**src/timer_regs_pkg.sv**
```systemverilog
// Constants and carrier types for the timer control, event and interrupt register block.
// Assumes a 32-bit APB bus where each 8-bit or 16-bit register sits in one aligned word.
// How it works
// - Set-style writes of one set bits
// - Clear-style writes of one clear bits
// - Command field: none, update, restart, hard reset
// - Command field always reads back zero
// - Hard reset ignored while timer enabled
// - Unlocked: UPDATE loads buffers into registers
// - Locked: UPDATE transfers nothing
// - Forced update command ignores the lock
// - Direction zero counts up, one down
// - Hardware drives direction, software may write
// - Compare buffer write sets its valid bit
// - Period buffer write sets its valid bit
// - UPDATE clears valid bits of buffers not written in that cycle
// - Action 0 rising edges, 1 any edge
// - Action 2 counts ticks while event high
// - Action 3 counts ticks, event sets direction
// - Counting on events only when enabled
// - Per-channel compare interrupt enables, bits 4-6
// - Overflow interrupt enable at bit 0
// - Compare flag set on counter match
// - Overflow flag on TOP or BOTTOM per mode
// - Flags clear only by writing one
// - Permitted UPDATE loads compare from its buffer
`default_nettype none

package timer_regs_pkg;

  // Register indices; the byte address is four times the index.
  localparam logic [7:0] IDX_ENABLE = 8'h00;
  localparam logic [7:0] IDX_WAVE = 8'h01;
  localparam logic [7:0] IDX_CTRL_E_CLR = 8'h04;
  localparam logic [7:0] IDX_CTRL_E_SET = 8'h05;
  localparam logic [7:0] IDX_BV_CLR = 8'h06;
  localparam logic [7:0] IDX_BV_SET = 8'h07;
  localparam logic [7:0] IDX_EVENT = 8'h09;
  localparam logic [7:0] IDX_INT_EN = 8'h0a;
  localparam logic [7:0] IDX_INT_FLAGS = 8'h0b;
  localparam logic [7:0] IDX_PERIOD = 8'h26;
  localparam logic [7:0] IDX_MATCH0 = 8'h28;
  localparam logic [7:0] IDX_PERIOD_BUFFER = 8'h36;
  localparam logic [7:0] IDX_CMPBUF0 = 8'h38;
  localparam logic [7:0] IDX_STEP = 8'h02;

  // Field positions.
  localparam int DIR_BIT = 0;
  localparam int LOCK_BIT = 1;
  localparam int CMD_LSB = 2;
  localparam int WRAP_BIT = 0;
  localparam int MATCH_LSB = 4;
  localparam int PERIOD_BUFFER_VALID_BIT = 0;
  localparam int CMPBV_LSB = 1;
  localparam logic [7:0] INT_MASK = 8'h71;

  // Values after reset.
  localparam logic [15:0] PERIOD_RESET = 16'hffff;
  localparam logic [15:0] MATCH_RESET = 16'h0000;
  localparam logic [7:0] REG8_RESET = 8'h00;

  typedef enum logic [1:0] {
    CMD_NONE, CMD_UPDATE, CMD_RESTART, CMD_HARD_RESET
  } command_e;

  typedef enum logic [2:0] {
    EV_RISING, EV_ANY_EDGE, EV_HIGH_LEVEL, EV_DIRECTION
  } event_action_e;

  typedef enum logic [2:0] {
    WG_NORMAL, WG_FREQ, WG_RSV2, WG_SINGLE, WG_RSV4, WG_DS_TOP, WG_DS_BOTH, WG_DS_BOTTOM
  } waveform_e;

  typedef struct packed {
    logic [2:0] event_action;
    logic event_count_enable;
  } event_ctrl_s;

  typedef struct packed {
    logic update_lock;
    logic dir;
  } ctrl_e_s;

endpackage

`default_nettype wire

```
**src/timer_ctrl_event_irq_regs.sv**
```systemverilog
// Control, event and interrupt registers of a 16-bit timer in normal mode, APB slave.
// Assumes the counting core runs on pclk and supplies counter value, UPDATE and TOP/BOTTOM
// strobes; only the event input arrives from another domain.
`default_nettype none

module timer_ctrl_event_irq_regs (
  // Clock and reset.
  input wire logic pclk,
  input wire logic presetn,
  // APB slave.
  input wire logic [7:0] paddr,
  input wire logic psel,
  input wire logic penable,
  input wire logic pwrite,
  input wire logic [31:0] pwdata,
  input wire logic [3:0] pstrb,
  output logic [31:0] prdata,
  output logic pready,
  output logic pslverr,
  // Counting core.
  input wire logic [15:0] counter_value,
  input wire logic update_cond,
  input wire logic top_hit,
  input wire logic bottom_hit,
  input wire logic prescale_tick,
  input wire logic event_in,
  // Controls toward the core.
  output logic [15:0] period_value,
  output logic [2:0][15:0] match_value,
  output logic count_step,
  output logic count_dir,
  output logic force_restart,
  output logic force_hard_reset,
  output logic irq
);

  function automatic logic hit(input logic [7:0] a, input logic [7:0] idx);
    hit = (a == {idx[5:0], 2'b00});
  endfunction

  logic wr;
  logic [7:0] wb;
  logic [1:0] cmd;
  logic upd;
  logic enable_r;
  logic [2:0] wave_r;
  timer_regs_pkg::ctrl_e_s ctrl_r;
  timer_regs_pkg::event_ctrl_s evc_r;
  logic [7:0] int_en_r;
  logic [7:0] flags_r;
  logic [7:0] flag_set;
  logic [2:0] match_hit;
  logic [3:0] bv_r;
  logic [3:0] bv_set;
  logic [15:0] period_buffer_r;
  logic [2:0][15:0] cmpbuf_r;
  logic ev_meta_r;
  logic ev_sync_r;
  logic ev_prev_r;
  logic step_nxt;
  logic [31:0] rdata_nxt;
  logic mapped;

  // Writes take effect at the access edge; reads are captured in the setup cycle.
  assign wr = psel & penable & pwrite;
  assign wb = pstrb[0] ? pwdata[7:0] : 8'h00;
  assign pready = 1'b1;
  assign cmd = (wr && hit(paddr, timer_regs_pkg::IDX_CTRL_E_SET)) ?
               wb[timer_regs_pkg::CMD_LSB +: 2] : 2'b00;
  // A software forced update bypasses the lock.
  assign upd = (update_cond & ~ctrl_r.update_lock) |
               (cmd == timer_regs_pkg::CMD_UPDATE);

  always_ff @(posedge pclk or negedge presetn) begin
    if (!presetn) begin
      enable_r <= 1'b0;
      wave_r <= 3'h0;
      evc_r <= '0;
      int_en_r <= timer_regs_pkg::REG8_RESET;
    end else if (wr && pstrb[0]) begin
      if (hit(paddr, timer_regs_pkg::IDX_ENABLE)) enable_r <= pwdata[0];
      if (hit(paddr, timer_regs_pkg::IDX_WAVE)) wave_r <= pwdata[2:0];
      if (hit(paddr, timer_regs_pkg::IDX_EVENT)) evc_r <= pwdata[3:0];
      if (hit(paddr, timer_regs_pkg::IDX_INT_EN)) begin
        int_en_r <= pwdata[7:0] & timer_regs_pkg::INT_MASK;
      end
    end
  end

  // Commands are one-cycle strobes; a hard reset is dropped while the timer runs.
  always_ff @(posedge pclk or negedge presetn) begin
    if (!presetn) begin
      force_restart <= 1'b0;
      force_hard_reset <= 1'b0;
    end else begin
      force_restart <= (cmd == timer_regs_pkg::CMD_RESTART);
      force_hard_reset <= (cmd == timer_regs_pkg::CMD_HARD_RESET) & ~enable_r;
    end
  end

  // Event input synchroniser and edge history.
  always_ff @(posedge pclk or negedge presetn) begin
    if (!presetn) begin
      ev_meta_r <= 1'b0;
      ev_sync_r <= 1'b0;
      ev_prev_r <= 1'b0;
    end else begin
      ev_meta_r <= event_in;
      ev_sync_r <= ev_meta_r;
      ev_prev_r <= ev_sync_r;
    end
  end

  always_comb begin
    step_nxt = 1'b0;
    if (evc_r.event_count_enable) begin
      case (evc_r.event_action)
        timer_regs_pkg::EV_RISING: step_nxt = ev_sync_r & ~ev_prev_r;
        timer_regs_pkg::EV_ANY_EDGE: step_nxt = ev_sync_r ^ ev_prev_r;
        timer_regs_pkg::EV_HIGH_LEVEL: step_nxt = prescale_tick & ev_sync_r;
        timer_regs_pkg::EV_DIRECTION: step_nxt = prescale_tick;
        default: step_nxt = 1'b0;
      endcase
    end
  end

  always_ff @(posedge pclk or negedge presetn) begin
    if (!presetn) count_step <= 1'b0;
    else count_step <= step_nxt;
  end

  // One storage bit serves both the set and clear views. Hardware direction changes
  // win over software in the same cycle, since they reflect the core's real state.
  always_ff @(posedge pclk or negedge presetn) begin
    if (!presetn) begin
      ctrl_r <= '0;
    end else begin
      if (wr && hit(paddr, timer_regs_pkg::IDX_CTRL_E_SET)) begin
        ctrl_r <= ctrl_r | wb[1:0];
      end else if (wr && hit(paddr, timer_regs_pkg::IDX_CTRL_E_CLR)) begin
        ctrl_r <= ctrl_r & ~wb[1:0];
      end
      if (evc_r.event_count_enable && evc_r.event_action == timer_regs_pkg::EV_DIRECTION &&
          prescale_tick) begin
        ctrl_r.dir <= ev_sync_r;
      end else if (wave_r >= timer_regs_pkg::WG_DS_TOP && top_hit) begin
        ctrl_r.dir <= 1'b1;
      end else if (wave_r >= timer_regs_pkg::WG_DS_TOP && bottom_hit) begin
        ctrl_r.dir <= 1'b0;
      end
    end
  end
  assign count_dir = ctrl_r.dir;

  // Buffer writes; a buffer write in the UPDATE cycle keeps its valid bit.
  always_ff @(posedge pclk or negedge presetn) begin
    if (!presetn) begin
      period_buffer_r <= timer_regs_pkg::PERIOD_RESET;
      period_value <= timer_regs_pkg::PERIOD_RESET;
    end else begin
      if (upd) period_value <= period_buffer_r;
      if (wr && hit(paddr, timer_regs_pkg::IDX_PERIOD_BUFFER)) begin
        if (pstrb[0]) period_buffer_r[7:0] <= pwdata[7:0];
        if (pstrb[1]) period_buffer_r[15:8] <= pwdata[15:8];
      end
    end
  end
  assign bv_set[timer_regs_pkg::PERIOD_BUFFER_VALID_BIT] = wr & hit(paddr, timer_regs_pkg::IDX_PERIOD_BUFFER);

  genvar n;
  generate
    for (n = 0; n < 3; n++) begin : g_ch
      always_ff @(posedge pclk or negedge presetn) begin
        if (!presetn) begin
          cmpbuf_r[n] <= timer_regs_pkg::MATCH_RESET;
          match_value[n] <= timer_regs_pkg::MATCH_RESET;
        end else begin
          if (upd) match_value[n] <= cmpbuf_r[n];
          if (wr && hit(paddr, timer_regs_pkg::IDX_CMPBUF0 + 8'(2 * n))) begin
            if (pstrb[0]) cmpbuf_r[n][7:0] <= pwdata[7:0];
            if (pstrb[1]) cmpbuf_r[n][15:8] <= pwdata[15:8];
          end
        end
      end
      assign bv_set[timer_regs_pkg::CMPBV_LSB + n] =
        wr & hit(paddr, timer_regs_pkg::IDX_CMPBUF0 + 8'(2 * n));
      assign match_hit[n] = (counter_value == match_value[n]);
    end
  endgenerate

  always_ff @(posedge pclk or negedge presetn) begin
    if (!presetn) begin
      bv_r <= 4'h0;
    end else begin
      if (upd) begin
        bv_r <= bv_set;
      end else if (wr && hit(paddr, timer_regs_pkg::IDX_BV_SET)) begin
        bv_r <= bv_r | wb[3:0] | bv_set;
      end else if (wr && hit(paddr, timer_regs_pkg::IDX_BV_CLR)) begin
        bv_r <= (bv_r & ~wb[3:0]) | bv_set;
      end else begin
        bv_r <= bv_r | bv_set;
      end
    end
  end

  // Which end of the count raises the wrap flag depends on the waveform mode.
  always_comb begin
    flag_set = 8'h00;
    // All flag sources meet in this one process, so no bit has a second driver.
    flag_set[timer_regs_pkg::MATCH_LSB +: 3] = match_hit;
    case (wave_r)
      timer_regs_pkg::WG_NORMAL, timer_regs_pkg::WG_FREQ, timer_regs_pkg::WG_DS_TOP:
        flag_set[timer_regs_pkg::WRAP_BIT] = top_hit;
      timer_regs_pkg::WG_SINGLE, timer_regs_pkg::WG_DS_BOTTOM:
        flag_set[timer_regs_pkg::WRAP_BIT] = bottom_hit;
      timer_regs_pkg::WG_DS_BOTH:
        flag_set[timer_regs_pkg::WRAP_BIT] = top_hit | bottom_hit;
      default: flag_set[timer_regs_pkg::WRAP_BIT] = 1'b0;
    endcase
  end

  // Flags only clear by a written one, and a new event in that cycle still sets.
  always_ff @(posedge pclk or negedge presetn) begin
    if (!presetn) begin
      flags_r <= timer_regs_pkg::REG8_RESET;
    end else if (wr && hit(paddr, timer_regs_pkg::IDX_INT_FLAGS)) begin
      flags_r <= ((flags_r & ~wb) | flag_set) & timer_regs_pkg::INT_MASK;
    end else begin
      flags_r <= (flags_r | flag_set) & timer_regs_pkg::INT_MASK;
    end
  end

  assign irq = |(flags_r & int_en_r);

  always_comb begin
    rdata_nxt = 32'h0000_0000;
    mapped = 1'b1;
    if (hit(paddr, timer_regs_pkg::IDX_ENABLE)) rdata_nxt[0] = enable_r;
    else if (hit(paddr, timer_regs_pkg::IDX_WAVE)) rdata_nxt[2:0] = wave_r;
    else if (hit(paddr, timer_regs_pkg::IDX_CTRL_E_CLR) ||
             hit(paddr, timer_regs_pkg::IDX_CTRL_E_SET)) rdata_nxt[1:0] = ctrl_r;
    else if (hit(paddr, timer_regs_pkg::IDX_BV_CLR) ||
             hit(paddr, timer_regs_pkg::IDX_BV_SET)) rdata_nxt[3:0] = bv_r;
    else if (hit(paddr, timer_regs_pkg::IDX_EVENT)) rdata_nxt[3:0] = evc_r;
    else if (hit(paddr, timer_regs_pkg::IDX_INT_EN)) rdata_nxt[7:0] = int_en_r;
    else if (hit(paddr, timer_regs_pkg::IDX_INT_FLAGS)) rdata_nxt[7:0] = flags_r;
    else if (hit(paddr, timer_regs_pkg::IDX_PERIOD)) rdata_nxt[15:0] = period_value;
    else if (hit(paddr, timer_regs_pkg::IDX_PERIOD_BUFFER)) rdata_nxt[15:0] = period_buffer_r;
    else if (hit(paddr, timer_regs_pkg::IDX_MATCH0)) rdata_nxt[15:0] = match_value[0];
    else if (hit(paddr, timer_regs_pkg::IDX_MATCH0 + 8'h02)) rdata_nxt[15:0] = match_value[1];
    else if (hit(paddr, timer_regs_pkg::IDX_MATCH0 + 8'h04)) rdata_nxt[15:0] = match_value[2];
    else if (hit(paddr, timer_regs_pkg::IDX_CMPBUF0)) rdata_nxt[15:0] = cmpbuf_r[0];
    else if (hit(paddr, timer_regs_pkg::IDX_CMPBUF0 + 8'h02)) rdata_nxt[15:0] = cmpbuf_r[1];
    else if (hit(paddr, timer_regs_pkg::IDX_CMPBUF0 + 8'h04)) rdata_nxt[15:0] = cmpbuf_r[2];
    else mapped = 1'b0;
  end

  // Read data and error are registered in the setup cycle, so the access has no wait state.
  always_ff @(posedge pclk or negedge presetn) begin
    if (!presetn) begin
      prdata <= 32'h0000_0000;
      pslverr <= 1'b0;
    end else if (psel && !penable) begin
      prdata <= pwrite ? 32'h0000_0000 : rdata_nxt;
      pslverr <= ~mapped;
    end
  end

endmodule

`default_nettype wire

```
**config.mk**
```make
export PLATFORM = sky130hd
export DESIGN_NAME = timer_ctrl_event_irq_regs
export DESIGN_NICKNAME = d
export VERILOG_FILES = /design/src/timer_regs_pkg.sv /design/src/timer_ctrl_event_irq_regs.sv
export SDC_FILE = /design/constraint.sdc
export NUM_CORES = 1
export LEC_CHECK = 0
export ABC_AREA = 1
export BUFFER_PORTS_ARGS = -buffer_cell sky130_fd_sc_hd__buf_2
export CAP_MARGIN = 20
export CORE_MARGIN = 5
export CORE_UTILIZATION = 30
export CTS_CLUSTER_DIAMETER = 40
export DETAILED_ROUTE_END_ITERATION = 10
export HOLD_SLACK_MARGIN = 0.15
export PLACE_DENSITY = 0.57
export SLEW_MARGIN = 5
export SYNTH_ARGS = -nofsm -noshare
export SYNTH_HDL_FRONTEND = slang
export SYNTH_SLANG_ARGS = --single-unit
export TNS_END_PERCENT = 50
```
**constraint.sdc**
```tcl
create_clock -name pclk -period 3.4 [get_ports pclk]
set_input_delay 1.02 -clock pclk [delete_from_list [all_inputs] [get_ports pclk]]
set_output_delay 1.02 -clock pclk [all_outputs]
set_load 0.01 [all_outputs]
```
==> metrics.md <==
| Metric | Value |
|---|---|
| Setup Skew | 0.009590 ns |
| Post-synth EDFFs | 0 |
| Met3 Use GR | 3.335% |
| Row count | 62 |
| Main synth FF type | dfrtp_1 |
| # resized after CTS | 0 |
| TritonCTS clock tree | done |
| CP max stage delay | 0.41 ns |
| Most common cell after layout, fill and taps aside | nand2_1 |
| DRT Wirelength | 29.49 mm |
| Clock Tree Root | clkbuf_16 |
| Average wire per standard cell | 18.56 um |
| Vias per inst | 4.868 |
| Yosys warns | 0 |
| Crit-path slowest cell | nand2_1 |
| Placer congestion estimate | 0.9363 |
| Setup TNS | 0 ns |
| Fraction of registers with async set/reset | 100.0% |
| First-pass iteration count of the detailed router | 5 |
| # hold bufs at CTS | 0 |
| FILL cells | 3040 |
| Largest vdd supply drop | 308.3 uV |
| Critical-path cell list | buf_2 -> inv_1 -> nand2_1 -> nor2_2 -> nand2_1 -> buf_4 -> nor2_1 -> nand2_1 -> o21ai_0 |
| Leak pwr | 5.114 nW |
| Crit path max-delay family | simple AND/OR/NAND/NOR gates |
| Clock Latency Late Sink | 0.44 ns |
| Most used cell, CP | nand2_1 |
| Most frequent cells in the layout | nand2_1, inv_1, dfrtp_1 |
| CTS max path bufs | 2 |
| DPL Wire Length | 22.46 mm |
| Worst-Margin Slew | 0.6444 ns |
| Setup bufs post-CTS | 0 |
| Final worst path period need | 2.876 ns |
| Share of cells above drive strength 1 | 20.27% |
| Setup violations, final | 0 |
| CP Data Arrival Time | 3.22 ns |
| Status | finished clean |
| Slew Limit Fails | 0 |
| Hold EP | ev_sync_r |
| Synthesis-stage register bit count | 173 |
| CTS H-Tree Depth | 4 |
| DP Area | 9863 um^2 |
| Startpoint Class | primary input |
| GR Layer Usage met2 | 29.44% |
| Hold Path Depth | 0 |
| Synthesized cell area | 8636 um^2 |
| Buffers on Ports | 137 |
| Area Growth Syn to Fin | 21.31% |
| Slew headroom | 56.99% |
| Post-synthesis area per instance | 8.288 um^2 |
| Hold crit path type | reg -> reg |
| # IOs | 173 |
| Vert. Die Dim | 179.7 um |
| Initial Util | 30.25% |
| RSZ-0062 raised after global routing | no |
| Final hold vios | 0 |
| RR Endpoint | flags_r[4] |
| Initial antenna violation count | 2 |
| FF-to-FF setup slack | 1.81 ns |
| Met1 Use GR | 24.34% |
| Gr busiest metal | met2 |
| Total clock sinks | 173 |
| Hold_sp | ev_meta_r |
| Vias in the first global route | 7690 |
| First-pass GRT wire length | 45.59 mm |
| Seq/Total Area, Yosys | 50.59% |
| Mapped Cells | 1042 |
| Largest net degree at the start of global routing | 56 |
| Max-cap violations | 0 |
| Nets | 1261 |
| Die area | 32280 um^2 |
| DIE WIDTH | 179.7 um |
| Unique masters post-synth | 42 |
| Critical Path Stages | 9 |
| Final instance area | 10480 um^2 |
| Total Routing Usage GR | 18.12% |
| Fmax | 347.7 MHz |
| Reg clk slew, reported paths | 0.08 ns |
| PwrDens | 489.1 nW/um^2 |
| CP Data Required Time | 3.74 ns |
| CP Class | in -> reg |
| Cts bufs inserted | 17 |
| Reg2reg path depth | 4 |
| Setup crit end kind | flip-flop |
| Residual DRC | 0 |
| Final period util | 84.59% |
| Detail Route Antenna Nets | 0 |
| Worst Path Buf+Inv | 3 |
| Core area | 28550 um^2 |
| Crit path max fanout | 16 |
| 1st-iter DRT viols | 739 |
| R2R Path Start | match_value[1] |
| Via Count | 7736 |
| Total gr overflow | 0 |
## how the worst max path moves through the flow
stage	slack, ns	start	endpoint
final	0.52	paddr[0]	cmpbuf_r[11]
after global routing	0.35	paddr[0]	cmpbuf_r[15]
after CTS	0.58	paddr[0]	cmpbuf_r[11]
after detailed placement	0.13	paddr[0]	cmpbuf_r[11]
after global placement	0.22	paddr[0]	cmpbuf_r[11]
after floorplan	0.89	paddr[0]	match_value[13]
## kinds of logic after synthesis
logic type / synth area share (%)
buffers and inverters: 9.490
and+or+nand+nor: 17.10
AOI/OAI and AO/OA: 17.62
DFF: 50.59
other: 0.08696
xor gates and xnor gates: 4.462
muxes: 0.6519
## final cells by class
class                      instances  area (um^2)  area share (%)
sequential                       173         4369           41.71
multi-input combinational        690         3511           33.51
timing repair buffer             161        947.2           9.041
inverter                         148        555.5           5.303
tap                              384        480.5           4.586
clock buffer                      18        429.2           4.097
clock inverter                    14        181.4           1.732
antenna                            1        2.502         0.02389
## flip-flops by register name, summed over array words and instances, names as in the netlist, named ones only
signal,flops
flags_r,4
evc_r,4
int_en_r,4
wave_r,3
ev_sync_r,1
ev_meta_r,1
count_step,1
prdata,16
match_value,48
period_value,16
period_buffer_r,16
count_dir,1
force_restart,1
pslverr,1
ev_prev_r,1
bv_r,4
force_hard_reset,1
cmpbuf_r,48
enable_r,1
## power by group
part	internal, mW	switching, mW
logic	0.252	0.437
registers	2.22	0.148
clock network	1.17	0.897
## Yosys cell counts (2+ instances only)
cell	n	area (um^2)
xnor2_1	16	140.1
a31oi_1	2	12.51
a22oi_1	3	22.52
nor2_2	7	43.79
nor2_4	2	22.52
a22o_1	5	43.79
nor3_1	11	55.05
o2111ai_1	9	78.83
o211ai_1	9	67.56
buf_4	21	157.7
o221ai_1	3	26.28
nand4_1	11	68.82
inv_2	6	22.52
inv_1	141	529.3
o21ai_1	7	35.03
nand3_1	13	65.06
nor3_2	2	20.02
clkbuf_1	14	52.55
dfrtp_1	141	3528
conb_1	2	7.510
dfstp_2	32	840.8
o31ai_1	2	15.01
nor4_1	10	62.56
o22ai_1	30	187.7
a21oi_1	66	330.3
buf_2	10	50.05
nor2_1	67	251.5
xor2_1	28	245.2
o21ai_0	126	630.6
mux2_1	5	56.30
nand3b_1	2	15.01
nand2_1	229	859.6
## metrics by stage
stage / power, mW / hold WS [ns] / utilization, % / worst slack [ns] / cells
floorplan: 2.716 / 0.3312 / - / 0.8914 / 1057
global placement: 3.092 / 0.3340 / 34.55 / 0.2227 / 1556
detailed placement: 3.100 / 0.3365 / 34.55 / 0.1325 / 1556
CTS: 5.167 / 0.3539 / 36.69 / 0.5775 / 1588
global route: 5.340 / 0.3636 / 36.70 / 0.3518 / 1589
finish: 5.124 / 0.3506 / 36.70 / 0.5238 / 1589
## layer usage
layer	wire length, um	part of all wire [%]
met1	13390	45
met2	13830	47
met3	1431	4.9
met4	820	2.8
met5	19	0.064
Power figures use the tool's default switching activity.
